--- config.mk ---
export PLATFORM = sky130hd
export DESIGN_NAME = lsp_uart
export DESIGN_NICKNAME = d
export VERILOG_FILES = /design/src/core/lsp_uart.v
export VERILOG_INCLUDE_DIRS = /design/src /design/src/core
export SDC_FILE = /design/constraint.sdc
export NUM_CORES = 1
export LEC_CHECK = 0
export BUFFER_PORTS_ARGS = -buffer_cell sky130_fd_sc_hd__clkbuf_2
export CORE_ASPECT_RATIO = 0.7
export CORE_MARGIN = 2
export CORE_UTILIZATION = 30
export CTS_CLUSTER_SIZE = 14
export DETAILED_ROUTE_END_ITERATION = 8
export PLACE_DENSITY = 0.52
export SYNTH_ARGS = -nofsm -noshare
export SYNTH_HDL_FRONTEND = slang
export SYNTH_SLANG_ARGS = --single-unit
--- constraint.sdc ---
create_clock -name REF_CLK_IN -period 4.1 [get_ports REF_CLK_IN]
set_input_delay 0 -clock REF_CLK_IN [delete_from_list [all_inputs] [get_ports REF_CLK_IN]]
set_output_delay 0 -clock REF_CLK_IN [all_outputs]
set_load 0.02 [all_outputs]
--- src/core/lsp_uart_consts.vh ---
`ifndef LSP_UART_CONSTS_VH
`define LSP_UART_CONSTS_VH
`define LSP_ADDR_CONTROL 8'h98
`define LSP_ADDR_BUFFER 8'h99
`define LSP_ADDR_AUX 8'h9A
`define LSP_BIT_MODE_HI 7
`define LSP_BIT_MODE_LO 6
`define LSP_BIT_MPF 5
`define LSP_BIT_REN 4
`define LSP_BIT_TX9 3
`define LSP_BIT_RX9 2
`define LSP_BIT_TXDONE 1
`define LSP_BIT_RXDONE 0
`define LSP_BIT_DOUBLER 0
`define LSP_BIT_RXT2 1
`define LSP_BIT_TXT2 2
`define LSP_BIT_IEN 3
`define LSP_BIT_IPRI 4
`define LSP_CONTROL_RESET 8'h00
`define LSP_AUX_RESET 8'h00
`define LSP_SHIFT_DIV 4'hC
`define LSP_FIX_DIV_SLOW 7'h04
`define LSP_FIX_DIV_FAST 7'h02
`define LSP_OVF_PER_BIT 5'h10
`endif

--- src/core/lsp_uart.v ---
`timescale 1ns/100ps
`include "lsp_uart_consts.vh"
// Contract
// [RQ1] Received bytes are double buffered.
// [RQ2] Buffer write transmits; read returns receive holding.
// [RQ3] Two mode bits select four modes.
// [RQ4] Filter drops ninth-bit-zero bytes when enabled.
// [RQ5] Shift mode clocks out at core/12.
// [RQ6] Shift data changes rising, sampled falling.
// [RQ7] Shift transmit starts on write, sets tx flag.
// [RQ8] Shift receive needs enable and clear flag.
// [RQ9] Eight-bit mode frame is ten bits.
// [RQ10] Timer1 rate, halved unless doubler set.
// [RQ11] Timer2 selections override timer1 and doubler.
// [RQ12] Nine-bit frames are eleven bits.
// [RQ13] Fixed mode: core/64, or /32 doubled.
// [RQ14] Variable nine-bit mode uses timer rates.
// [RQ15] Ninth transmitted bit from control bit.
// [RQ16] Received ninth bit captured into control.
// [RQ17] No hardware parity checking.
// [RQ18] Tx flag set by hardware, cleared by software.
// [RQ19] Rx flag set by hardware, cleared by software.
// [RQ20] One enabled interrupt from either flag.
// [RQ21] Pins configured externally before shift mode.
// [RQ22] Start edge detect, mid-bit sampling, false-start reject.
// [RQ23] Control register resets to zero.
module lsp_uart (
  input wire REF_CLK_IN,
  input wire NRST_IN,
  input wire CE_IN,
  input wire [7:0] ADDR_IN,
  input wire [7:0] WDATA_IN,
  input wire WR_IN,
  input wire RD_IN,
  output reg [7:0] RDATA_OUT,
  input wire T1_OVF_IN,
  input wire T2_OVF_IN,
  input wire SERIAL_IN_PIN_IN,
  output reg SERIAL_IN_PIN_OUT,
  output reg SERIAL_IN_PIN_OE_OUT,
  output reg SERIAL_OUT_PIN_OUT,
  output reg IRQ_OUT,
  output reg IRQ_PRIO_OUT
);
////////////////////////////////////////////////////////////////////////////////
reg [7:0] ctrl;
reg [7:0] aux;
reg [7:0] rx_hold;
reg rx_s1, rx_s2, rx_prev;
wire wr_ctrl = WR_IN && ADDR_IN == `LSP_ADDR_CONTROL;
wire wr_buf = WR_IN && ADDR_IN == `LSP_ADDR_BUFFER;
wire wr_aux = WR_IN && ADDR_IN == `LSP_ADDR_AUX;
wire [1:0] mode = {ctrl[`LSP_BIT_MODE_HI], ctrl[`LSP_BIT_MODE_LO]}; // see [RQ3]
wire shift_mode = mode == 2'b00;
wire nine_bit = mode[1]; // see [RQ12]
wire doubler = aux[`LSP_BIT_DOUBLER];
////////////////////////////////////////////////////////////////////////////////
// Oversampling ticks: 16 per bit.  Timer overflows are same-clock pulses.
reg [6:0] fix_cnt;
reg t1_half;
reg fix_tick;
wire [6:0] fix_div = doubler ? `LSP_FIX_DIV_FAST : `LSP_FIX_DIV_SLOW; // see [RQ13]
wire t1_tick = T1_OVF_IN && (doubler || t1_half); // see [RQ10]
wire rx_t2 = aux[`LSP_BIT_RXT2];
wire tx_t2 = aux[`LSP_BIT_TXT2];
wire rx_tick = (mode == 2'b10) ? fix_tick : (rx_t2 ? T2_OVF_IN : t1_tick); // see [RQ11] [RQ14]
wire tx_tick = (mode == 2'b10) ? fix_tick : (tx_t2 ? T2_OVF_IN : t1_tick); // see [RQ11] [RQ14]
always @(posedge REF_CLK_IN or negedge NRST_IN) begin
  if (!NRST_IN) begin
    fix_cnt <= 7'h00;
    t1_half <= 1'b0;
    fix_tick <= 1'b0;
  end else if (CE_IN) begin
    if (T1_OVF_IN) begin
      t1_half <= ~t1_half;
    end
    if (fix_cnt + 7'h01 >= fix_div) begin
      fix_cnt <= 7'h00;
      fix_tick <= 1'b1;
    end else begin
      fix_cnt <= fix_cnt + 7'h01;
      fix_tick <= 1'b0;
    end
  end
end
////////////////////////////////////////////////////////////////////////////////
// Shift-mode clock phase: 12 core cycles per shift clock, high half then low.
reg [3:0] sh_cnt;
always @(posedge REF_CLK_IN or negedge NRST_IN) begin
  if (!NRST_IN) begin
    sh_cnt <= 4'h0;
  end else if (CE_IN) begin
    sh_cnt <= (sh_cnt == `LSP_SHIFT_DIV - 4'h1) ? 4'h0 : sh_cnt + 4'h1; // see [RQ5]
  end
end
wire sh_rise = sh_cnt == 4'h0;
wire sh_fall = sh_cnt == 4'h6;
////////////////////////////////////////////////////////////////////////////////
// Transmitter.
reg [10:0] tx_shreg;
reg [3:0] tx_bits;
reg [3:0] tx_sub;
reg tx_busy;
reg set_tx;
always @(posedge REF_CLK_IN or negedge NRST_IN) begin
  if (!NRST_IN) begin
    tx_shreg <= 11'h7FF;
    tx_bits <= 4'h0;
    tx_sub <= 4'h0;
    tx_busy <= 1'b0;
    set_tx <= 1'b0;
  end else if (CE_IN) begin
    set_tx <= 1'b0;
    if (wr_buf && !tx_busy) begin
      tx_busy <= 1'b1; // see [RQ2] [RQ7]
      tx_sub <= 4'h0;
      if (shift_mode) begin
        tx_shreg <= {3'h7, WDATA_IN};
        tx_bits <= 4'h8;
      end else if (nine_bit) begin
        tx_shreg <= {1'b1, ctrl[`LSP_BIT_TX9], WDATA_IN, 1'b0}; // see [RQ12] [RQ15]
        tx_bits <= 4'hB;
      end else begin
        tx_shreg <= {2'h3, WDATA_IN, 1'b0}; // see [RQ9]
        tx_bits <= 4'hA;
      end
    end else if (tx_busy && shift_mode) begin
      if (sh_rise && tx_sub != 4'h0) begin
        tx_shreg <= {1'b1, tx_shreg[10:1]}; // see [RQ6]
        tx_bits <= tx_bits - 4'h1;
        if (tx_bits == 4'h1) begin
          tx_busy <= 1'b0;
          set_tx <= 1'b1; // see [RQ7]
        end
      end else if (sh_rise) begin
        tx_sub <= 4'h1;
      end
    end else if (tx_busy && tx_tick) begin
      tx_sub <= tx_sub + 4'h1;
      if (tx_sub == 4'hF) begin
        tx_shreg <= {1'b1, tx_shreg[10:1]};
        tx_bits <= tx_bits - 4'h1;
        if (tx_bits == 4'h1) begin
          tx_busy <= 1'b0;
          set_tx <= 1'b1;
        end
      end
    end
  end
end
////////////////////////////////////////////////////////////////////////////////
// Receiver.  Serial input is synchronised; only rx_s2 feeds logic.
localparam RX_IDLE = 3'b001;
localparam RX_DATA = 3'b010;
localparam RX_DONE = 3'b100;
reg [2:0] rx_state;
reg [9:0] rx_shreg;
reg [3:0] rx_bits;
reg [3:0] rx_sub;
reg set_rx;
reg set_rx9;
reg rx9_val;
always @(posedge REF_CLK_IN or negedge NRST_IN) begin
  if (!NRST_IN) begin
    rx_s1 <= 1'b1;
    rx_s2 <= 1'b1;
    rx_prev <= 1'b1;
    rx_state <= RX_IDLE;
    rx_shreg <= 10'h000;
    rx_bits <= 4'h0;
    rx_sub <= 4'h0;
    rx_hold <= 8'h00;
    set_rx <= 1'b0;
    set_rx9 <= 1'b0;
    rx9_val <= 1'b0;
  end else if (CE_IN) begin
    rx_s1 <= SERIAL_IN_PIN_IN;
    rx_s2 <= rx_s1;
    rx_prev <= rx_s2;
    set_rx <= 1'b0;
    set_rx9 <= 1'b0;
    case (rx_state)
      RX_IDLE: begin
        rx_sub <= 4'h0;
        if (!ctrl[`LSP_BIT_REN]) begin
          rx_state <= RX_IDLE;
        end else if (shift_mode) begin
          if (!ctrl[`LSP_BIT_RXDONE] && !tx_busy) begin
            rx_state <= RX_DATA; // see [RQ8]
            rx_bits <= 4'h8;
          end
        end else if (rx_prev && !rx_s2) begin
          rx_state <= RX_DATA; // see [RQ22]
          rx_bits <= nine_bit ? 4'hA : 4'h9;
        end
      end
      RX_DATA: begin
        if (shift_mode) begin
          if (sh_fall) begin
            rx_shreg <= {rx_s2, rx_shreg[9:1]}; // see [RQ6]
            rx_bits <= rx_bits - 4'h1;
            if (rx_bits == 4'h1) begin
              rx_state <= RX_DONE;
            end
          end
        end else if (rx_tick) begin
          rx_sub <= rx_sub + 4'h1;
          if (rx_sub == 4'h7) begin
            if (rx_bits == (nine_bit ? 4'hA : 4'h9) && rx_s2) begin
              rx_state <= RX_IDLE; // see [RQ22]
            end else begin
              rx_shreg <= {rx_s2, rx_shreg[9:1]};
              rx_bits <= rx_bits - 4'h1;
              if (rx_bits == 4'h1) begin
                rx_state <= RX_DONE;
              end
            end
          end
        end
      end
      RX_DONE: begin
        rx_state <= RX_IDLE;
        // Second frame can arrive while software still holds the first.
        if (shift_mode) begin
          rx_hold <= rx_shreg[9:2]; // see [RQ1]
          set_rx <= 1'b1; // see [RQ8]
        end else if (!ctrl[`LSP_BIT_RXDONE] &&
                     !(nine_bit && ctrl[`LSP_BIT_MPF] && !rx_shreg[9])) begin // see [RQ4]
          // Nine-bit frames take ten samples, eight-bit frames nine, so data sits lower.
          rx_hold <= nine_bit ? rx_shreg[8:1] : rx_shreg[9:2]; // see [RQ1] [RQ17]
          rx9_val <= rx_shreg[9];
          set_rx9 <= nine_bit; // see [RQ16]
          set_rx <= 1'b1;
        end
      end
      default: begin
        rx_state <= RX_IDLE;
      end
    endcase
  end
end
////////////////////////////////////////////////////////////////////////////////
// Registers.  Hardware set wins over a same-cycle software clear.
always @(posedge REF_CLK_IN or negedge NRST_IN) begin
  if (!NRST_IN) begin
    ctrl <= `LSP_CONTROL_RESET; // see [RQ23]
    aux <= `LSP_AUX_RESET;
  end else if (CE_IN) begin
    if (wr_ctrl) begin
      ctrl <= WDATA_IN;
    end
    if (wr_aux) begin
      aux <= WDATA_IN;
    end
    if (set_rx9) begin
      ctrl[`LSP_BIT_RX9] <= rx9_val; // see [RQ16]
    end
    if (set_tx) begin
      ctrl[`LSP_BIT_TXDONE] <= 1'b1; // see [RQ18]
    end
    if (set_rx) begin
      ctrl[`LSP_BIT_RXDONE] <= 1'b1; // see [RQ19]
    end
  end
end
always @(posedge REF_CLK_IN or negedge NRST_IN) begin
  if (!NRST_IN) begin
    RDATA_OUT <= 8'h00;
    SERIAL_OUT_PIN_OUT <= 1'b1;
    SERIAL_IN_PIN_OUT <= 1'b1;
    SERIAL_IN_PIN_OE_OUT <= 1'b0;
    IRQ_OUT <= 1'b0;
    IRQ_PRIO_OUT <= 1'b0;
  end else if (CE_IN) begin
    if (RD_IN && ADDR_IN == `LSP_ADDR_CONTROL) begin
      RDATA_OUT <= ctrl;
    end else if (RD_IN && ADDR_IN == `LSP_ADDR_BUFFER) begin
      RDATA_OUT <= rx_hold; // see [RQ2]
    end else if (RD_IN && ADDR_IN == `LSP_ADDR_AUX) begin
      RDATA_OUT <= aux;
    end else begin
      RDATA_OUT <= 8'h00;
    end
    // Shift clock idles high; data pin driven low only (open drain).
    if (shift_mode) begin
      // On transmit the clock waits for the first phase boundary so bit 0 gets exactly one fall; in RX_DATA it starts at once.
      SERIAL_OUT_PIN_OUT <= !((tx_busy && tx_sub != 4'h0) || rx_state == RX_DATA) ||
                            sh_cnt < 4'h6; // see [RQ5]
      SERIAL_IN_PIN_OUT <= 1'b0;
      SERIAL_IN_PIN_OE_OUT <= tx_busy && !tx_shreg[0]; // see [RQ21]
    end else begin
      SERIAL_OUT_PIN_OUT <= tx_shreg[0];
      SERIAL_IN_PIN_OUT <= 1'b1;
      SERIAL_IN_PIN_OE_OUT <= 1'b0;
    end
    IRQ_OUT <= aux[`LSP_BIT_IEN] &&
               (ctrl[`LSP_BIT_TXDONE] || ctrl[`LSP_BIT_RXDONE]); // see [RQ20]
    IRQ_PRIO_OUT <= aux[`LSP_BIT_IPRI];
  end
end
endmodule

==> results of run 1 <==
## cells by family (layout without fill, tap and decap cells)
kind of cell,count (synthesis),count (layout),synth area share [%]
multiplexers,69,69,14.9
adder cells (fa/ha/maj),13,13,3.16
AO/OA/AOI/OAI,114,114,14.9
AND/OR/NAND/NOR,153,153,16.2
XOR/XNOR,2,2,0.340
buffers and inverters,41,87,3.45
flip-flops,96,96,47.0
## power breakdown
part / total (uW) / switching (uW) / internal, uW
logic: 417 / 231 / 186
registers: 1140 / 103 / 1040
clock network: 813 / 395 / 418
total: 2370 / 729 / 1640
## path summary, 6_finish.rpt
check / to / slack, ns / cells after the start
min in group REF_CLK_IN: RDATA_OUT[4]$_DFFE_PN0P_ / 0.20 / 4
worst min-delay path: fix_cnt[4]$_DFFE_PN0P_ / 0.18 / 2
worst max register to register: tx_shreg[0]$_DFFE_PN1P_ / 1.17 / 5
worst max-delay path: tx_shreg[0]$_DFFE_PN1P_ / 1.17 / 5
max in group asynchronous: ctrl[0]$_DFFE_PN0P_ / 2.79 / 3
worst min register to register: rx_hold[0]$_DFFE_PN0P_ / 0.48 / 2
## layer usage
layer	part of all wire, %	vias up	routed length, um
met4	1.3	0	159
met5	0	-	0
met1	53	1863	6680
li1	-	1865	-
met3	5.0	14	631
met2	40	97	5060
## registers in the layout, summed over array words and instances, names as in the netlist, 3 cells and up
register   count
tx_sub         4
aux            8
rx_hold        8
RDATA_OUT      8
tx_shreg      10
ctrl           8
rx_bits        4
rx_state       3
tx_bits        4
fix_cnt        7
rx_shreg       9
sh_cnt         4
rx_sub         4
## metrics by stage
step | utilization, % | cell area (um2)
finish | 35.1 | 5960
global route | 35.1 | 5960
floorplan | - | 5150
global placement | 32.8 | 5570
CTS | 35.1 | 5960
detailed placement | 32.8 | 5570
## synth_stat cells, types with 3 or more instances
cell,instances,area [um2]
nor3b_1,6,45.0
nand2b_1,5,31.3
mux2_4,8,120
and3b_1,4,35.0
mux2i_1,30,300
nor3_1,6,30.0
o2bb2ai_1,12,105
mux2_2,31,349
o211ai_1,4,30.0
dfrtp_1,80,2000
nand2_1,44,165
ha_1,13,163
o31ai_1,4,30.0
buf_2,7,35.0
o21ai_0,34,170
o21a_1,3,22.5
and2_1,3,18.8
or3_1,4,25.0
a21oi_1,18,90.1
a31oi_1,9,56.3
and3_1,5,31.3
nor2_1,26,97.6
nand3_1,16,80.1
inv_1,18,67.6
dfstp_2,16,420
nor4b_1,3,26.3
a211o_1,3,26.3
nand4_1,4,25.0
nor2b_1,10,62.6
clkbuf_1,13,48.8
## worst max-delay path: stages, from the launching register on
cell,delay [ns]
dfrtp_1,0.68
nor2_2,0.38
buf_4,0.30
a21oi_1,0.23
a21oi_2,0.83
mux2_2,0.42
## cell type report
type | instances | share of cell area (%)
multi-input cells | 351 | 43.0
flip-flops and latches | 96 | 40.7
repair buffers | 53 | 5.67
well taps | 231 | 4.85
clock buffers | 9 | 3.78
inverters | 18 | 1.13
clock inverters | 7 | 0.903
==> flow_summary.yaml, run 1 <==
run_status:
  status: "finished, final reports clean"
synth:
  synth_warnings: 0
  synthCells: 488
  syn_nets: 525
  ys.flop_type: "dfrtp_1"
  yosysUniqueCellTypes: 65
  syn_avg_cell_area_um2: 10.6
  netlist_area_um2: 5150
  async_flop_share_pct: 100
  ys_ff_latch: 96
  synth_edf_count: 0
  ys_seq_area_share_pct: 47.0
critical_path:
  worstPathRequired_ns: 4.38
  cp-start-kind: "flip-flop"
  critical_path_class: "reg2reg"
  cp.arrival_ns: 3.21
  cp_max_fo: 19
  cp-end-kind: "flip-flop"
  cp-startpoint: "ctrl[7]$_DFFE_PN0P_"
  r2r-start: "ctrl[7]$_DFFE_PN0P_"
final_layout:
  final_cell_mix: "80 x dfrtp_1, 44 x nand2_1, 35 x clkbuf_2"
  layout.nets: 566
  area_delta_synth_final_pct: 15.6
  mostFrequentLayoutCell: "dfrtp_1"
  layout.cells.non_filler: 765
  multi_input_area_um2: 2560
  n_fill_cell: 1706
  n_antenna_cell: 0
  seqCellArea_um2: 2420
  drive_above_1_share_pct: 24.3
clocking:
  htree_levels: 3
  cts-resized-gates: 0
  cts_tree: "done"
  cts_buffers: 9
  clock-root-buffer: "clkbuf_16"
  worstSkewPairLatency_ns: 0.35
  cts_hold_buf: 11
  cts_max_path_buffers: 2
  post_cts.repair.setup_buffers: 0
  cts_num_sinks: 96
  clk_pin_slew_ns: 0.08
placement:
  pre_cts_ws_ns: 1.21
  place_inst: 738
  dp_hpwl_um: 8990
  place.gp.congestion: 0.821
  io_buffers: 36
grt:
  met2_usage_pct: 19.9
  track_usage_pct: 14.2
  grt_busiest_layer: "met1"
  grt_max_degree: 56
  grt_pass1_vias: 3793
  use_met1_pct: 21.8
  grt_use_met3_pct: 3.67
  grt_overflow: 0
  grt_pass1_wl_um: 20300
  antenna_found_initial: 0
floorplan:
  start_util_pct: 30.4
  core_area_um2: 17000
  fp-row-count: 40
  die_h_um: 114
  fp.dieW_um: 161
  dieArea_um2: 18300
  io_pins: 37
min_path:
  min_path_type: "in2async"
routing:
  num_vias: 3839
  drt-pass1-iter-count: 6
  via_per_inst: 5.02
  detail-route-antenna-nets: 0
  wl_per_cell_um: 16.4
  drtIter0Drc: 243
  drc: 0
  routed_wl_um: 12500
sta:
  setup_viol: 0
  clock_skew_ns: 0.0167
  hold_violations: 0
  fmax_mhz: 342
  fin_hold_ws_ns: 0.178
  setup_ws_ns: 1.17
  worst_slew_pin_slew_ns: 1.18
  final_max_slew_viol_count: 0
  post-route-period-util_pct: 71.4
  relSlewSlack_pct: 21.4
  period_needed_ns: 2.93
  tns_ns: 0
  rsz0062_at_grt: "false"
power:
  peakVddDrop_mv: 0.195
  power_uw: 2370
  p_leak_uw: 0.00269
  p_per_area_nw_per_um2: 398
flow_run:
  maxCapViolations: 0
Note: power is estimated with default switching activity, not from simulation.
==> run 2, diff against run 1 <==
clock period = 3 ns   (was 4.1 ns; I/O delays follow)
==> run 2 against run 1 <==
Combinational power up 37%. Non-clock buffer count up 7. Critical path depth up 1. Worst setup slack worse by 0.62 ns. Die area unchanged. Sequential power up 37%. Hold slack worse by 0.16 ns. Via count up 0.70%. Count of clock-buffer cells in the layout up 3. Register-to-register slack worse by 0.62 ns. Largest cell class unchanged. Global-route usage up 0.59 points. Largest power group unchanged.
==> flow_summary.yaml, run 2 (synthesized netlist as in run 1, its figures left out) <==
power:
  peakVddDrop_mv: 0.211
  p_per_area_nw_per_um2: 561
  p_leak_uw: 0.00275
placement:
  place.gp.congestion: 0.797
  dp_hpwl_um: 9350
  pre_cts_ws_ns: 0.601
  io_buffers: 36
  detailed_place.area_um2: 5630
clocking:
  cts_buffers: 9
  cts_num_sinks: 96
  post_cts.repair.setup_buffers: 0
  htree_levels: 3
  clock-root-buffer: "clkbuf_16"
  clk_pin_slew_ns: 0.06
  cts_tree: "done"
  worstSkewPairLatency_ns: 0.35
  cts-resized-gates: 0
  cts_max_path_buffers: 2
final_layout:
  largest_register_ffs: 10
  area_delta_synth_final_pct: 17.5
  regMostFlops: "tx_shreg"
  reg_top3: "tx_shreg x10, rx_shreg x9"
  mostFrequentLayoutCell: "dfrtp_1"
  n_fill_cell: 1700
  fin_area_um2: 6050
  n_antenna_cell: 0
  seqCellArea_um2: 2420
  fin_util_pct: 35.7
  layout.nets: 573
  multi_input_area_um2: 2560
  drive_above_1_share_pct: 25.1
  final_cell_mix: "80 x dfrtp_1, 44 x nand2_1, 35 x clkbuf_2"
grt:
  grt_max_degree: 61
  track_usage_pct: 14.8
  grt_overflow: 0
  antenna_found_initial: 1
  grt_pass1_vias: 3906
  grt_pass1_wl_um: 21200
sta:
  clock_skew_ns: 0.0109
  rsz0062_at_grt: "false"
  fin_hold_ws_ns: 0.0156
  setup_viol: 0
  period_needed_ns: 2.44
  setup_ws_ns: 0.556
  final_max_slew_viol_count: 0
  worst_slew_pin_slew_ns: 0.808
  fmax_mhz: 409
  tns_ns: 0
  hold_violations: 0
  relSlewSlack_pct: 46.1
  post-route-period-util_pct: 81.5
routing:
  num_vias: 3866
  via_per_inst: 5.01
  drt-pass1-iter-count: 4
  drc: 0
  drtIter0Drc: 273
  detail-route-antenna-nets: 0
  routed_wl_um: 12900
  wl_per_cell_um: 16.7
critical_path:
  cp-start-kind: "flip-flop"
  cpPeakStageDelay_ns: 0.87
  cp-end-kind: "flip-flop"
  critical_path_class: "reg2reg"
  crit_chain: "nand2b_1 > o211ai_1 > nand3_1 > a21oi_2 > buf_4 > mux2_2"
  slowest_stage: "dfrtp_1"
  cp.arrival_ns: 2.71
  worstPathRequired_ns: 3.27
  cp_max_fo: 19
floorplan:
  fp.dieW_um: 161
  core_area_um2: 17000
  io_pins: 37
  dieArea_um2: 18300
  start_util_pct: 30.4
  die_h_um: 114
  fp-row-count: 40
run_status:
  status: "finished, final reports clean"
flow_run:
  maxCapViolations: 0
min_path:
  min_path_type: "in2reg"
run 2: changes by cell type in the layout (fill, tap and decap cells not counted):
cell | before | now
bufinv_16 | 0 | 2
clkinv_4 | 0 | 1
clkinv_2 | 2 | 0
clkbuf_8 | 0 | 1
clkbuf_1 | 0 | 2
inv_8 | 1 | 0
dlygate4sd3_1 | 11 | 10
inv_6 | 2 | 1
buf_4 | 7 | 15
clkinvlp_4 | 2 | 0
run 2: layout make-up:
type,count,area share [%]
Timing Repair Buffer,60,6.41
Inverter,18,1.12
Tap cell,231,4.78
Multi-Input combinational cell,351,42.3
Sequential cell,96,40.0
Clock inverter,4,1.28
Clock buffer,12,4.07
run 2: stage by stage:
step / instances / total power (uW)
finish: 772 / 3400
global route: 772 / 3590
CTS: 772 / 3440
detailed placement: 746 / 2140
global placement: 746 / 2120
floorplan: 488 / 1940
run 2: power by group:
part / internal [uW] / switching [uW]
clock network: 760 / 508
registers: 1420 / 142
logic: 255 / 315
run 2: repair_timing:
item | CTS | global route
hold buffers | 10 | 0
endpoints found under the setup margin | 0 | 0
endpoints found under the hold margin | 62 | 0
run 2: path summary, 6_finish.rpt:
| check | start | endpoint | slack, ns | cells after the start |
|---|---|---|---|---|
| worst min register to register | t1_half$_DFFE_PN0P_ | t1_half$_DFFE_PN0P_ | 0.48 | 1 |
| max in group asynchronous | NRST_IN | rx_prev$_DFFE_PN1P_ | 1.85 | 3 |
| worst max register to register | ctrl[7]$_DFFE_PN0P_ | tx_shreg[1]$_DFFE_PN1P_ | 0.56 | 6 |
| min in group asynchronous | NRST_IN | fix_cnt[6]$_DFFE_PN0P_ | 0.27 | 2 |
| worst max-delay path | ctrl[7]$_DFFE_PN0P_ | tx_shreg[1]$_DFFE_PN1P_ | 0.56 | 6 |
| worst min-delay path | WDATA_IN[2] | aux[2]$_DFFE_PN0P_ | 0.02 | 2 |
run 2: critical path: cells and delay by family (launching register included):
| kind | cells | cell delay, ns |
|---|---|---|
| DFF | 1 | 0.87 |
| buffers and inverters | 1 | 0.25 |
| and+or+nand+nor | 2 | 0.43 |
| AOI/OAI and AO/OA | 2 | 0.45 |
| muxes | 1 | 0.36 |
run 2: routing by layer:
metal  share of wire (%)  routed length, um  track usage (%)  up-vias
li1                    -                  -                -     1870
met5                   0                  0                0        -
met3                 5.6                722             3.71        6
met1                  51               6630             22.8     1903
met4                0.59                 76             2.94        0
met2                  42               5460             20.9       87
==> run 3, diff against run 2 <==
PLACE_DENSITY = 0.54   (was 0.52)
clock period = 2 ns   (was 3 ns; I/O delays follow)
==> run 3 against run 2 <==
The flow now finishes with violations (setup timing). Final cell count grew 5.2%. Routed wire length increased by 2.3%. Clock skew shrank 0.0041 ns. Critical path depth grew 2. Register-to-register slack worse by 0.63 ns. Die area stayed put. Largest power group unchanged.
==> flow_summary.yaml, run 3 (synthesized netlist as in run 1, its figures left out) <==
run_status:
  status: "complete, but fails checks"
  violations: "setup timing"
final_layout:
  n_antenna_cell: 0
  fin_util_pct: 38.2
  regMostFlops: "tx_shreg"
  drive_above_1_share_pct: 33.0
  largest_register_ffs: 10
  layout.nets: 613
  mostFrequentLayoutCell: "dfrtp_1"
  area_delta_synth_final_pct: 25.8
  reg_top3: "tx_shreg x10, rx_shreg x9"
  n_fill_cell: 1672
  final_cell_mix: "79 x dfrtp_1, 48 x buf_4, 43 x nand2_1"
sta:
  fmax_mhz: 483
  period_needed_ns: 2.07
  hold_violations: 0
  worst_slew_pin_slew_ns: 0.659
  setup_viol: 2
  post-route-period-util_pct: 104
  clock_skew_ns: 0.00677
  final_max_slew_viol_count: 0
  relSlewSlack_pct: 55.4
  rsz0062_at_grt: "true"
  setup_ws_ns: -0.0715
clocking:
  cts_buffers: 9
  clk_pin_slew_ns: 0.07
  cts_num_sinks: 96
  htree_levels: 3
  clock-root-buffer: "clkbuf_16"
  worstSkewPairLatency_ns: 0.34
  cts_max_path_buffers: 2
  cts_tree: "done"
flow_run:
  maxCapViolations: 0
critical_path:
  cp-end-kind: "flip-flop"
  r2r_cells: 8
  worstPathRequired_ns: 2.28
  critical_path_class: "reg2reg"
  worst-path-buf-inv: 1
  cp.depth: 8
  crit_family: "compound AO/OA/AOI/OAI gates"
  cp_max_fo: 5
  slowest_stage: "dfrtp_1"
  crit_chain: "ha_1 > inv_2 > ha_4 > a21bo_2 > a211o_1 > a221o_1 > nor3b_2 > a21o_1"
  cpPeakStageDelay_ns: 0.38
  r2r-start: "fix_cnt[1]$_DFFE_PN0P_"
  r2r_setup_slack_ns: -0.07
  cp.arrival_ns: 2.35
  r2r_end: "fix_cnt[2]$_DFFE_PN0P_"
  cp-start-kind: "flip-flop"
routing:
  wl_per_cell_um: 16.2
  drc: 0
  detail-route-antenna-nets: 0
  drt-pass1-iter-count: 4
  routed_wl_um: 13200
  drtIter0Drc: 234
  num_vias: 4092
  via_per_inst: 5.04
min_path:
  hold_path_startpoint: "CE_IN"
  holdPathStages: 2
  hold-path-endpoint: "SERIAL_IN_PIN_OUT$_DFFE_PN1P_"
  min_path_type: "in2reg"
placement:
  pre_cts_ws_ns: -0.0745
  place.gp.congestion: 0.852
  dp_hpwl_um: 9710
  io_buffers: 36
floorplan:
  fp-row-count: 40
  dieArea_um2: 18300
  fp.dieW_um: 161
  core_area_um2: 17000
  io_pins: 37
  die_h_um: 114
  start_util_pct: 30.4
power:
  p_per_area_nw_per_um2: 792
  peakVddDrop_mv: 0.404
  p_leak_uw: 0.00296
  power_uw: 5130
grt:
  grt_pass1_vias: 4125
  track_usage_pct: 14.9
  antenna_found_initial: 1
  grt_pass1_wl_um: 21600
  grt_max_degree: 45
  grt_overflow: 0
run 3: where the power goes:
group	internal [uW]	switching (uW)
logic	523	561
clock network	935	798
registers	2120	193
run 3: what timing repair did:
item                                   in CTS  in global routing
endpoints found under the hold margin      45                  1
cloned                                      0                  0
buffers inserted                            0                  2
gates resized for setup                     7                 18
setup endpoints to repair                  19                 37
pin swaps                                   0                  8
hold buffers                               10                  1
run 3: layout make-up:
class	count	area, um2	area share, %
clock buffer	11	253	3.90
clock inverter	5	45.0	0.695
inverter	18	67.6	1.04
multi-input combinational	351	2670	41.1
sequential	96	2420	37.4
tap	231	289	4.46
timing repair buffer	100	739	11.4
run 3: how the worst max path moves through the flow:
stage,to,from
after global routing,fix_cnt[2]$_DFFE_PN0P_,fix_cnt[1]$_DFFE_PN0P_
after global placement,fix_cnt[2]$_DFFE_PN0P_,fix_cnt[1]$_DFFE_PN0P_
after floorplan,rx_bits[1]$_DFFE_PN0P_,ctrl[7]$_DFFE_PN0P_
after CTS,fix_cnt[2]$_DFFE_PN0P_,fix_cnt[1]$_DFFE_PN0P_
final,fix_cnt[2]$_DFFE_PN0P_,fix_cnt[1]$_DFFE_PN0P_
after detailed placement,fix_cnt[2]$_DFFE_PN0P_,fix_cnt[1]$_DFFE_PN0P_
run 3: stage by stage:
stage	instances	hold WS (ns)	setup TNS [ns]	instance area, um2
after floorplan	488	-0.296	-0.0171	5170
after global placement	783	-0.0236	-0.0255	5960
after detailed placement	783	-0.0179	-0.238	5960
after CTS	809	0.000980	-0.0933	6390
after global routing	812	0.137	-0.443	6480
final	812	0.100	-0.0853	6480
run 3: per-layer routing:
metal / share of wire (%) / up-vias / GRT usage (%)
li1: - / 1954 / -
met1: 53 / 2043 / 22.6
met2: 43 / 86 / 22.1
met3: 3.8 / 9 / 2.65
met4: 0.96 / 0 / 3.60
met5: 0 / - / 0
